### src/hdl/step_engine_map.svh
// Register offsets, field positions, reset values and timing counts of the step engine.
`ifndef STEP_ENGINE_MAP_SVH
`define STEP_ENGINE_MAP_SVH
// ****************************************************************
// Register indices (byte-wide register port)
// ****************************************************************
`define ADDR_STEP_TOTAL_BYTE0 8'h00
`define ADDR_STEP_TOTAL_BYTE1 8'h01
`define ADDR_STEP_TOTAL_BYTE2 8'h02
`define ADDR_STEP_TOTAL_BYTE3 8'h03
`define ADDR_STEP_CTRL        8'h04
`define ADDR_STEP_WM_LO       8'h05
`define ADDR_STEP_WM_HI       8'h06
`define ADDR_AXIS_MAP         8'h07
`define ADDR_ACC_CTRL         8'h08
`define ADDR_ENGINE_HEALTH    8'h09
`define ADDR_PARAM_SEL        8'h0A
`define ADDR_PARAM_LO         8'h0B
`define ADDR_PARAM_HI         8'h0C
// ****************************************************************
// Field positions
// ****************************************************************
`define CTRL_EN_COUNTER  0
`define CTRL_EN_DETECTOR 1
`define CTRL_EN_ACTIVITY 2
`define CTRL_CLR_COUNT   3
`define ACC_PERF_MODE    7
`define HEALTH_ODR_50    0
`define HEALTH_ODR_200   1
// ****************************************************************
// Constants
// ****************************************************************
`define WM_FACTOR        16'h0014
`define WM_SLACK_STEPS   4'h9
`define ODR_50HZ_CODE    4'h7
`define ODR_200HZ_CODE   4'h9
`define ACC_CTRL_RESET   8'h08
`define AXIS_MAP_RESET   8'h24
`define FEATURE_RATE_HZ  50
`endif

### src/hdl/step_engine_pkg.sv
// Types shared by the step engine.
package step_engine_pkg;
    typedef enum logic [2:0] {
        ST_IDLE  = 3'b001,
        ST_RUN   = 3'b010,
        ST_CLEAR = 3'b100
    } count_state_t;
    typedef logic signed [15:0] param_t;
endpackage : step_engine_pkg

### src/hdl/step_engine.sv
// Feature-engine front end: rate check, axis remap, step detector and counter.
`include "step_engine_map.svh"
module step_engine
    import step_engine_pkg::*;
#(
    parameter int NPARAM = 25
) (
    input  wire logic        clock_i,        // 25 MHz clock
    input  wire logic        rst_i,          // Synchronous reset, active high
    input  wire logic        reg_wr_i,       // Register write strobe
    input  wire logic        reg_rd_i,       // Register read strobe
    input  wire logic [7:0]  reg_addr_i,     // Register index
    input  wire logic [7:0]  reg_wdata_i,    // Write data
    input  wire logic [3:0]  odr_code_i,     // Programmed output data rate code
    input  wire logic        tap_en_i,       // Tap feature enabled
    input  wire logic        sample_valid_i, // 50 Hz feature sample strobe
    input  wire logic [11:0] acc_x_i,        // Physical x sample
    input  wire logic [11:0] acc_y_i,        // Physical y sample
    input  wire logic [11:0] acc_z_i,        // Physical z sample
    input  wire logic        step_seen_i,    // Step detected by the core algorithm
    output logic [7:0]       reg_rdata_o,    // Read data, registered
    output logic [11:0]      feat_x_o,       // Remapped feature x
    output logic [11:0]      feat_y_o,       // Remapped feature y
    output logic [11:0]      feat_z_o,       // Remapped feature z
    output logic             feat_valid_o,   // Remapped sample strobe
    output logic             step_irq_o      // Step event pulse
);
    // ****************************************************************
    // Registers
    // ****************************************************************
    logic [31:0]  total_r;
    logic [3:0]   ctrl_r;
    logic [9:0]   wm_level_r;
    logic [7:0]   axis_map_r;
    logic [7:0]   acc_ctrl_r;
    logic [1:0]   health_r;
    logic [4:0]   param_sel_r;
    param_t       param_r [NPARAM];
    param_t       param_live_r [NPARAM];
    logic [15:0]  since_wm_r;
    logic [3:0]   lag_r;
    logic         pend_r;
    count_state_t state_r;
    count_state_t state_nxt;

    // Wrist preset; applied at reset so wrist products need no writes.
    localparam param_t WRIST [25] = '{16'sd301, 16'sd31700, 16'sd315, 16'sd31451, 16'sd4,
        16'sd31551, 16'sd27853, 16'sd1219, 16'sd2437, 16'sd1219, -16'sd6420, 16'sd17932,
        16'sd1, 16'sd39, 16'sd25, 16'sd150, 16'sd160, 16'sd1, 16'sd12, 16'sd15600,
        16'sd256, 16'sd1, 16'sd3, 16'sd1, 16'sd14};

    // ****************************************************************
    // Decode
    // ****************************************************************
    wire        wr_ctrl   = reg_wr_i && reg_addr_i == `ADDR_STEP_CTRL;
    wire        cnt_en    = ctrl_r[`CTRL_EN_COUNTER];
    wire        det_en    = ctrl_r[`CTRL_EN_DETECTOR];
    wire        any_en    = |ctrl_r[2:0];
    wire        clr_req   = ctrl_r[`CTRL_CLR_COUNT] && cnt_en;
    wire        low_power = !acc_ctrl_r[`ACC_PERF_MODE];
    wire [15:0] wm_steps  = 16'(wm_level_r * `WM_FACTOR);
    wire        wm_on     = wm_level_r != 10'h000;
    wire        wm_hit    = wm_on && cnt_en && since_wm_r >= wm_steps;
    wire        step_cnt  = step_seen_i && cnt_en && state_r == ST_RUN;
    // A report may retire in the cycle that counts a step, so both are kept.
    wire        wm_release = pend_r && (lag_r == 4'h0 || !step_seen_i);
    wire [15:0] since_step = step_cnt ? since_wm_r + 16'h0001 : since_wm_r;
    wire        param_ok   = param_sel_r < 5'(NPARAM);
    wire [1:0]  health_now = {low_power && tap_en_i && odr_code_i < `ODR_200HZ_CODE,
                              low_power && any_en && odr_code_i < `ODR_50HZ_CODE};

    // ****************************************************************
    // Counter state machine
    // ****************************************************************
    always_comb begin
        case (state_r)
            ST_IDLE:  state_nxt = cnt_en ? ST_RUN : ST_IDLE;
            ST_RUN:   state_nxt = !cnt_en ? ST_IDLE : (clr_req ? ST_CLEAR : ST_RUN);
            ST_CLEAR: state_nxt = ST_RUN;
            default:  state_nxt = ST_IDLE;
        endcase
    end

    always_ff @(posedge clock_i) begin
        if (rst_i) begin
            state_r  <= ST_IDLE;
            total_r  <= 32'h0000_0000;
            since_wm_r <= 16'h0000;
            lag_r    <= 4'h0;
            pend_r   <= 1'b0;
        end else begin
            state_r <= state_nxt;
            if (state_r == ST_CLEAR) begin
                total_r    <= 32'h0000_0000;
                since_wm_r <= 16'h0000;
            end else begin
                if (step_cnt) total_r <= total_r + 32'h0000_0001;
                since_wm_r <= wm_release ? since_step - wm_steps : since_step;
            end
            // Steps are drained in small batches, so the watermark report trails
            // the crossing by a bounded number of steps.
            if (state_r == ST_CLEAR || wm_release) begin
                pend_r <= 1'b0;
            end else if (wm_hit && !pend_r) begin
                pend_r <= 1'b1;
                lag_r  <= `WM_SLACK_STEPS;
            end else if (pend_r && step_cnt && lag_r != 4'h0) begin
                lag_r <= lag_r - 4'h1;
            end
        end
    end

    // ****************************************************************
    // Control registers and parameters
    // ****************************************************************
    always_ff @(posedge clock_i) begin
        if (rst_i) begin
            ctrl_r      <= 4'h0;
            wm_level_r  <= 10'h000;
            axis_map_r  <= `AXIS_MAP_RESET;
            acc_ctrl_r  <= `ACC_CTRL_RESET;
            health_r    <= 2'b00;
            param_sel_r <= 5'h00;
        end else begin
            health_r <= health_now;
            if (wr_ctrl) begin
                ctrl_r <= reg_wdata_i[3:0];
            end else if (state_r == ST_CLEAR || !cnt_en) begin
                ctrl_r[`CTRL_CLR_COUNT] <= 1'b0;
            end
            if (reg_wr_i && reg_addr_i == `ADDR_STEP_WM_LO) wm_level_r[7:0] <= reg_wdata_i;
            if (reg_wr_i && reg_addr_i == `ADDR_STEP_WM_HI) wm_level_r[9:8] <= reg_wdata_i[1:0];
            if (reg_wr_i && reg_addr_i == `ADDR_AXIS_MAP)   axis_map_r <= reg_wdata_i;
            if (reg_wr_i && reg_addr_i == `ADDR_ACC_CTRL)   acc_ctrl_r <= reg_wdata_i;
            if (reg_wr_i && reg_addr_i == `ADDR_PARAM_SEL)  param_sel_r <= reg_wdata_i[4:0];
        end
    end

    genvar gi;
    generate
        for (gi = 0; gi < NPARAM; gi++) begin : g_param
            wire sel = param_sel_r == 5'(gi);
            always_ff @(posedge clock_i) begin
                if (rst_i) begin
                    param_r[gi]      <= WRIST[gi];
                    param_live_r[gi] <= WRIST[gi];
                end else begin
                    if (reg_wr_i && sel && reg_addr_i == `ADDR_PARAM_LO)
                        param_r[gi][7:0] <= reg_wdata_i;
                    if (reg_wr_i && sel && reg_addr_i == `ADDR_PARAM_HI)
                        param_r[gi][15:8] <= reg_wdata_i;
                    if (!any_en)
                        param_live_r[gi] <= param_r[gi];
                end
            end
        end
    endgenerate

    // ****************************************************************
    // Axis remap (feature path only; raw inputs are untouched)
    // ****************************************************************
    function automatic logic [11:0] pick(input logic [1:0] s, input logic inv);
        logic [11:0] v;
        v = (s == 2'd1) ? acc_y_i : (s == 2'd2) ? acc_z_i : acc_x_i;
        pick = inv ? 12'(-v) : v;
    endfunction : pick

    always_ff @(posedge clock_i) begin
        if (rst_i) begin
            feat_x_o     <= 12'h000;
            feat_y_o     <= 12'h000;
            feat_z_o     <= 12'h000;
            feat_valid_o <= 1'b0;
            step_irq_o   <= 1'b0;
            reg_rdata_o  <= 8'h00;
        end else begin
            feat_valid_o <= sample_valid_i;
            if (sample_valid_i) begin
                feat_x_o <= pick(axis_map_r[1:0], axis_map_r[2]);
                feat_y_o <= pick(axis_map_r[4:3], axis_map_r[5]);
                feat_z_o <= pick(axis_map_r[7:6], acc_ctrl_r[0]);
            end
            // Exactly one source drives the step interrupt.
            step_irq_o <= wm_on ? wm_release
                                : (det_en && step_seen_i);
            if (reg_rd_i) begin
                case (reg_addr_i)
                    `ADDR_STEP_TOTAL_BYTE0: reg_rdata_o <= total_r[7:0];
                    `ADDR_STEP_TOTAL_BYTE1: reg_rdata_o <= total_r[15:8];
                    `ADDR_STEP_TOTAL_BYTE2: reg_rdata_o <= total_r[23:16];
                    `ADDR_STEP_TOTAL_BYTE3: reg_rdata_o <= total_r[31:24];
                    `ADDR_STEP_CTRL:        reg_rdata_o <= {4'h0, ctrl_r};
                    `ADDR_STEP_WM_LO:       reg_rdata_o <= wm_level_r[7:0];
                    `ADDR_STEP_WM_HI:       reg_rdata_o <= {6'h00, wm_level_r[9:8]};
                    `ADDR_AXIS_MAP:         reg_rdata_o <= axis_map_r;
                    `ADDR_ACC_CTRL:         reg_rdata_o <= acc_ctrl_r;
                    `ADDR_ENGINE_HEALTH:    reg_rdata_o <= {6'h00, health_r};
                    `ADDR_PARAM_SEL:        reg_rdata_o <= {3'h0, param_sel_r};
                    `ADDR_PARAM_LO:         reg_rdata_o <= param_ok ? param_r[param_sel_r][7:0]
                                                                    : 8'h00;
                    `ADDR_PARAM_HI:         reg_rdata_o <= param_ok ? param_r[param_sel_r][15:8]
                                                                    : 8'h00;
                    default:                reg_rdata_o <= 8'h00;
                endcase
            end
        end
    end
endmodule : step_engine

### config.mk
export PLATFORM = sky130hd
export DESIGN_NAME = step_engine
export DESIGN_NICKNAME = d
export VERILOG_FILES = /design/src/hdl/step_engine_pkg.sv /design/src/hdl/step_engine.sv
export VERILOG_INCLUDE_DIRS = /design/src /design/src/hdl
export SDC_FILE = /design/constraint.sdc
export NUM_CORES = 1
export LEC_CHECK = 0
export ABC_AREA = 1
export BUFFER_PORTS_ARGS = -buffer_cell sky130_fd_sc_hd__buf_2
export CAP_MARGIN = 20
export CORE_MARGIN = 10
export CORE_UTILIZATION = 55
export DETAILED_ROUTE_END_ITERATION = 10
export PLACE_DENSITY = 0.83
export SYNTH_ARGS = -nofsm -noshare
export SYNTH_HDL_FRONTEND = slang
export SYNTH_SLANG_ARGS = --single-unit
### constraint.sdc
create_clock -name clock_i -period 7.6 [get_ports clock_i]
set_input_delay 0.76 -clock clock_i [delete_from_list [all_inputs] [get_ports clock_i]]
set_output_delay 0.76 -clock clock_i [all_outputs]
set_load 0.01 [all_outputs]
---- Yosys cells after proc, flatten, opt, wreduce, memory -nomap -nowiden ----
Memories as Yosys holds them, arrays and structs flattened. A register that Yosys moved wholly into a read port is not among the register bits.
Cells that the tools add are included.
word-level totals
  register bits ........................... 139
  bits in writable memories ............... 400
  input bits .............................. 63
  output and inout port bits .............. 46
  word-level logic and storage cells ...... 468
  memories ................................ 1
operators by class
  $add $sub $neg .......................... 7
  multiply operators ...................... 1
  magnitude comparators ................... 4
  equal/unequal tests ..................... 45
  mux-type cells .......................... 227
  bitwise gates (word level) .............. 51
  reduce and logical (&&, ||, !) cells .... 113
memory list
  name     words  width  rd ports  clocked after memory_dff  wr ports  line               RTL
  param_r  25     16     1         1                         25        step_engine.sv:38  param_t param_r [NPARAM];
operator list
  operator                                            number
  2-to-1 mux 8 bit                                    52
  2-to-1 mux 1 bit                                    155
  2-to-1 mux 12 bit                                   9
  one-hot mux 8 bit (13 select lines)                 1
  logical AND 1 bit                                   95
  OR 1 bit                                            50
  == test 5 bit, second input constant                9
  == test 5 x 4 -> 1 bit, second input constant       8
  == test 8 x 4 -> 1 bit, second input constant       5
  negator 12 bit                                      3
  adder 32 x 1 -> 32 bit, second input constant       1
  == test 8 x 3 -> 1 bit, second input constant       4
  2-to-1 mux 16 bit                                   2
  == test 5 x 3 -> 1 bit, second input constant       4
  adder 16 x 1 -> 16 bit, second input constant       1
  == test 8 x 2 -> 1 bit, second input constant       2
  >= comparator 16 x 15 -> 1 bit                      1
  subtractor 16 x 15 -> 16 bit                        1
  multiplier 10 x 3 -> 13 bit, second input constant  1
  == test 5 x 2 -> 1 bit, second input constant       2
  2-to-1 mux 5 bit                                    2
  nonzero test 10 bit                                 1
  one-hot mux 3 bit (3 select lines)                  1
  == test 8 x 1 -> 1 bit, second input constant       1
  other kinds (24)                                    37

---- Logic depth before layout (Yosys ltp) ----
  depth after elaboration ................. 7
  gate-level depth with buffers ........... 25
  gate-level depth less buffers ........... 25

---- Least setup slack after synthesis ----
OpenSTA, ideal clock, no wires.
  kind .................................... reg2reg
  from .................................... register wm_level_r[3]
  to ...................................... register since_wm_r[15]
  setup time .............................. 0.134 ns
  arrival ................................. 3.111 ns
  required time ........................... 7.466 ns
  slack ................................... 4.355 ns
  cell stages (with the launch flop) ...... 22
  path buffers ............................ 0
  clock period less this slack ............ 3.245 ns
  path through ............................ dfxtp_1 > ha_1 > ha_1 > nand2_1 > nor2_1 > a211oi_1 > o21ai_0 > a21oi_1 > inv_1 > a21oi_1 > xor2_1 > ha_1 > nand2_1 > inv_1 > a221oi_1 > nand3_1 > nand3_1 > nand2_1 > nand2_1 > nand2_1 > nand2_1 > a21oi_1
between the ends
  word-level cells in the longest chain between the ends .. 3
ends and longest elaborated chain
  item                                   line                RTL
  from (decl)                            step_engine.sv:33   logic [9:0] wm_level_r;
  from (signal assigned)                 step_engine.sv:131  if (reg_wr_i && reg_addr_i == `ADDR_STEP_WM_LO) wm_level_r[7:0] <= reg_wdata_i;
  multiplier 10 x 3 -> 13 bit (no line)  n/a
  subtractor 16 x 15 -> 16 bit           step_engine.sv:98   since_wm_r <= wm_release ? since_step - wm_steps : since_step;
  2-to-1 mux 16 bit                      step_engine.sv:98
  to (signal assigned)                   step_engine.sv:98
  to (decl)                              step_engine.sv:40   logic [15:0] since_wm_r;
Every way passes these cells.
A chain may end at the register's enable or synchronous reset.

==> summary by stage <==
Run status
The flow ran to the end, and the final reports show no timing, DRC or antenna violations.

Detailed routing
The number of DRC violations after detailed routing is 0. After detailed routing, the average wire length per cell comes to 20.08 um. The sum of routed wire length over all layers is 79,430 um. Before antenna repair, the detailed router went through 7 iterations. Dividing the detail-routed via count by the number of cells gives 6.014. After the first detailed-routing iteration, the DRC count stood at 3,474. The remaining antenna violation count after routing is 0. The detailed router placed 23.79k vias in this run.

Timing
The post-layout worst setup margin is 3891 ps. The number of slew-limit violations in the final report is 0. The relative max-transition margin is 28.06%. The achievable clock frequency is 269.6 MHz. Subtracting the final worst setup slack from the clock period gives 3709 ps. Dividing the final minimum period by the clock period gives 48.81%. The clock arrives with 23.31 ps of skew. The final count of negative-setup-slack endpoints is 0. The number of endpoints with negative hold slack in the final report is 0. Setup repair after global routing left no endpoint under its margin. For the pin with the worst max-slew slack, the measured transition is 1079 ps.

Hold is met by 369.5 ps. The sum of negative setup slack is 0 ps.

Floorplan
The floorplan die width is 244.3 um. The area of the core is 0.04997 mm2. The floorplan has 82 rows.

109 I/O pins were placed. The area of the die is 0.05968 mm2. From bottom edge to top edge, the die measures 244.3 um.

Once the floorplan was initialized, standard cells occupied 55.38% of the core.

Clocking
In this run, post-CTS repair resized a total of 0 instances. In this run, post-CTS hold repair placed 0 buffers. The buffer cell driving the clock tree root is sky130_fd_sc_hd__clkbuf_16. The maximum clock insertion buffer count is 3. The number of setup buffers added after CTS is 0.

The clock tree synthesis step divided the H-tree into 2 levels. The clock net in this run drives a total of 544 sinks. The clock transition time at the flip-flop clock pins of the worst setup and hold paths is 60 ps. At the later pin of the worst-skew pair, clock insertion delay measures 620 ps. The CTS tree is yes. TritonCTS created 55 clock buffers.

Placement
The number of port buffers is 108. The final weighted congestion in routability-driven placement is 0.9851. The worst-case setup slack after placement is 4008 ps. Including well taps, the total number of placed cells is 3,853. The half-perimeter wire length after placement is 51,970 um.

Yosys
The average cell area after synthesis is 8.559 um2. For this run, the leading register cell type out of synthesis is sky130_fd_sc_hd__edfxtp_1. Yosys mapped a number of flops with a built-in enable equal to 400. The post-synthesis register bit count is 544. The largest family of logic cells by synthesized area is simple AND/OR/NAND/NOR gates. The post-synth net total is 3,346. Sorting the synthesized cells by area gives the leading types as sky130_fd_sc_hd__edfxtp_1, sky130_fd_sc_hd__dfxtp_1, sky130_fd_sc_hd__nor2_1, sky130_fd_sc_hd__nand2_1, sky130_fd_sc_hd__o21ai_0. The area share of the leading cell type in the synthesized netlist is 43.41%. The parity-gate share of the synthesized area counting xor and xnor cells is 2.180%. Summing the areas of all and, or, nand and nor instances in the mapped netlist gives 22.35% of the synthesized area. After synthesis, the most frequently instantiated cells are sky130_fd_sc_hd__nor2_1, sky130_fd_sc_hd__nand2_1, sky130_fd_sc_hd__edfxtp_1. Yosys instantiated no cell more often than sky130_fd_sc_hd__nor2_1. The Yosys step of the flow raised 0 warnings.

The combined area of all synthesized cells is 0.02767 mm2. The synthesized-area fraction occupied by adder cells is 2.315%. The sequential area share after synthesis is 53.83%. Multiplexer cells account for 0% of the synthesized area. Synthesis produced 3,233 cells. The share of synthesized flip-flops with an asynchronous set or reset is 0%. The share of the synthesized area in compound gates (AO/OA/AOI/OAI) is 13.29%. Yosys mapped the design onto 54 distinct sky130hd cell types.

Summed over all instances, the cell type with the most area after synthesis is sky130_fd_sc_hd__edfxtp_1.

GRT
The number of global-route vias before repair is 22.55k. The global routing usage on met1 is 34.47%. The most used routing layer in global routing is met2. The met3 global-route usage is 4.796%.

Entering global routing, the biggest net connects 109 pins. The number of antenna violations at the first check in global routing came to 0. The first global-routing pass estimated 123,900 um of wire.

The met2 usage is 41.71%. The total global routing track utilization is 25.86%. The total grt overflow is 0.

Layout
The footprint of the multi-input gates is 0.01110 mm2. The repair_antennas step left the layout with diodes totalling 0. The sequential cells in the finished layout cover a total of 0.01490 mm2. From synthesis to final layout, the design area changed by 9.351%. The final core utilization is 60.56%. The post-layout net count is 3,351. The share of cells above drive strength 1 is 8.770%.

The count of cells in the finished layout, fillers not included, comes to 3,956. Counting the fill cells in the layout gives 4,220.

Pwr
For this design the ratio of total power to cell area is 207.2 mW/mm2. The internal portion of the total power is 0.004823 W. The relative contribution of sequential cells to total power is 52.1%. Per report_power, the combinational group accounts for 5.0% of the total. Net switching is 23.06% of the power. The clock network is responsible for 42.9% of the overall power.

The analysis attributes to cell leakage a power of 11.53 nW. Across the VDD grid, the largest voltage drop is 0.0001688 V. For this design the total switching power over the nets is 0.001445 W.

Worst setup path
The number of buffers and inverters on the critical path is 2. Broken down by cell family, the worst path's largest delay share belongs to buffers and inverters. The startpoint class of the critical path is a flip-flop. In this run the worst path has a maximum fanout of 108.

The cell type of the slowest stage on the worst timing path is sky130_fd_sc_hd__buf_4. The path type of the worst setup path is reg2reg. The signal on the critical path passes through inv_4 > buf_4 > o21ai_0 > o221ai_1 > nand3_1 > nand2_1 > nand2_1 > nand2_1 > nand2_1 > nand2_1 > nand2_1 > nand2_1 > nand2_1 > a21oi_1. Across all register-to-register paths, the minimum setup slack is 3890 ps. The capturing element type of the critical path is a flip-flop. For the worst setup path, the data arrival time is 4260 ps. For the worst setup path, the data required time is 8150 ps. The most common cell type on the critical path is sky130_fd_sc_hd__nand2_1.

The longest individual stage delay on the worst path is 920 ps.

Min path
The class of the most critical hold timing path is in2reg.

Run
The number of maximum-capacitance violations is 0.
==> tightest hold or removal path: cells and delay by family <==
kind,cells,cell delay [ps]
and+or+nand+nor,1,40
buffers and inverters,2,130
==> path summary, 6_finish.rpt <==
kind | startpoint | to | cells after the start
max | flip-flop | reg_rdata_o[0]$_SDFFE_PP0P_ | 14
min reg2reg | feat_y_o[2]$_SDFFE_PP0P_ | feat_y_o[2]$_SDFFE_PP0P_ | 2
min | tap_en_i | health_r[1]$_SDFF_PP0_ | 3
max reg2reg | flip-flop | reg_rdata_o[0]$_SDFFE_PP0P_ | 14
==> layout by cell type, fill, tap and decap left out, types with 20 or more instances in the layout <==
master / netlist / routed
sky130_fd_sc_hd__a21oi_1: 138 / 138
sky130_fd_sc_hd__buf_2: 37 / 108
sky130_fd_sc_hd__buf_4: 8 / 26
sky130_fd_sc_hd__clkbuf_16: 0 / 59
sky130_fd_sc_hd__dfxtp_1: 144 / 141
sky130_fd_sc_hd__edfxtp_1: 400 / 400
sky130_fd_sc_hd__ha_1: 48 / 48
sky130_fd_sc_hd__inv_1: 224 / 220
sky130_fd_sc_hd__nand2_1: 598 / 598
sky130_fd_sc_hd__nand3_1: 132 / 132
sky130_fd_sc_hd__nor2_1: 681 / 681
sky130_fd_sc_hd__nor3_1: 20 / 20
sky130_fd_sc_hd__o211ai_1: 76 / 76
sky130_fd_sc_hd__o21ai_0: 295 / 295
sky130_fd_sc_hd__o221ai_1: 46 / 46
sky130_fd_sc_hd__o22ai_1: 32 / 32
sky130_fd_sc_hd__xor2_1: 48 / 48
==> power groups by stage <==
| stage | registers, W | clock network, W | logic [W] |
|---|---|---|---|
| final | 0.00327 | 0.00269 | 0.000312 |
| after global routing | 0.00327 | 0.00281 | 0.000334 |
| after CTS | 0.00327 | 0.00269 | 0.000305 |
| after detailed placement | 0.00333 | 0 | 0.000303 |
| after global placement | 0.00333 | 0 | 0.000298 |
| after floorplan | 0.00333 | 0 | 0.000174 |
==> layer usage <==
layer | wire (um) | up-vias
met5 | 0 | -
met4 | 2680 | 0
met3 | 9238 | 218
met2 | 37390 | 1562
met1 | 30120 | 11060
li1 | - | 10960
==> state kept, by name (all words and copies together), names as in the netlist, 8 cells and up, named ones only <==
signal and count:
param_r 400, total_r 32, since_wm_r 16, feat_x_o 12, feat_y_o 12, feat_z_o 12, wm_level_r 10, acc_ctrl_r 8
axis_map_r 8, reg_rdata_o 8
==> metrics by stage <==
stage / area [um2] / total power [W]
after floorplan: 27670 / 0.003500
after global placement: 28480 / 0.003625
after detailed placement: 28480 / 0.003632
after CTS: 30260 / 0.006265
after global routing: 30260 / 0.006419
final: 30260 / 0.006269
==> layout make-up <==
type,count,share of cell area [%]
Clock inverter,30,0.7278
Multi-Input combinational cell,2264,36.70
Inverter,239,2.986
Clock buffer,73,5.132
Timing Repair Buffer,134,2.431
Tap cell,672,2.779
Sequential cell,544,49.25
==> logic make-up (layout without fill, tap and decap cells) <==
logic type | Yosys count | after routing
XOR/XNOR | 68 | 68
buffers and inverters | 425 | 476
AO/OA/AOI/OAI | 637 | 637
flip-flops | 544 | 544
adder cells (fa/ha/maj) | 50 | 50
AND/OR/NAND/NOR | 1509 | 1509
(Power assumes the default switching activity.)
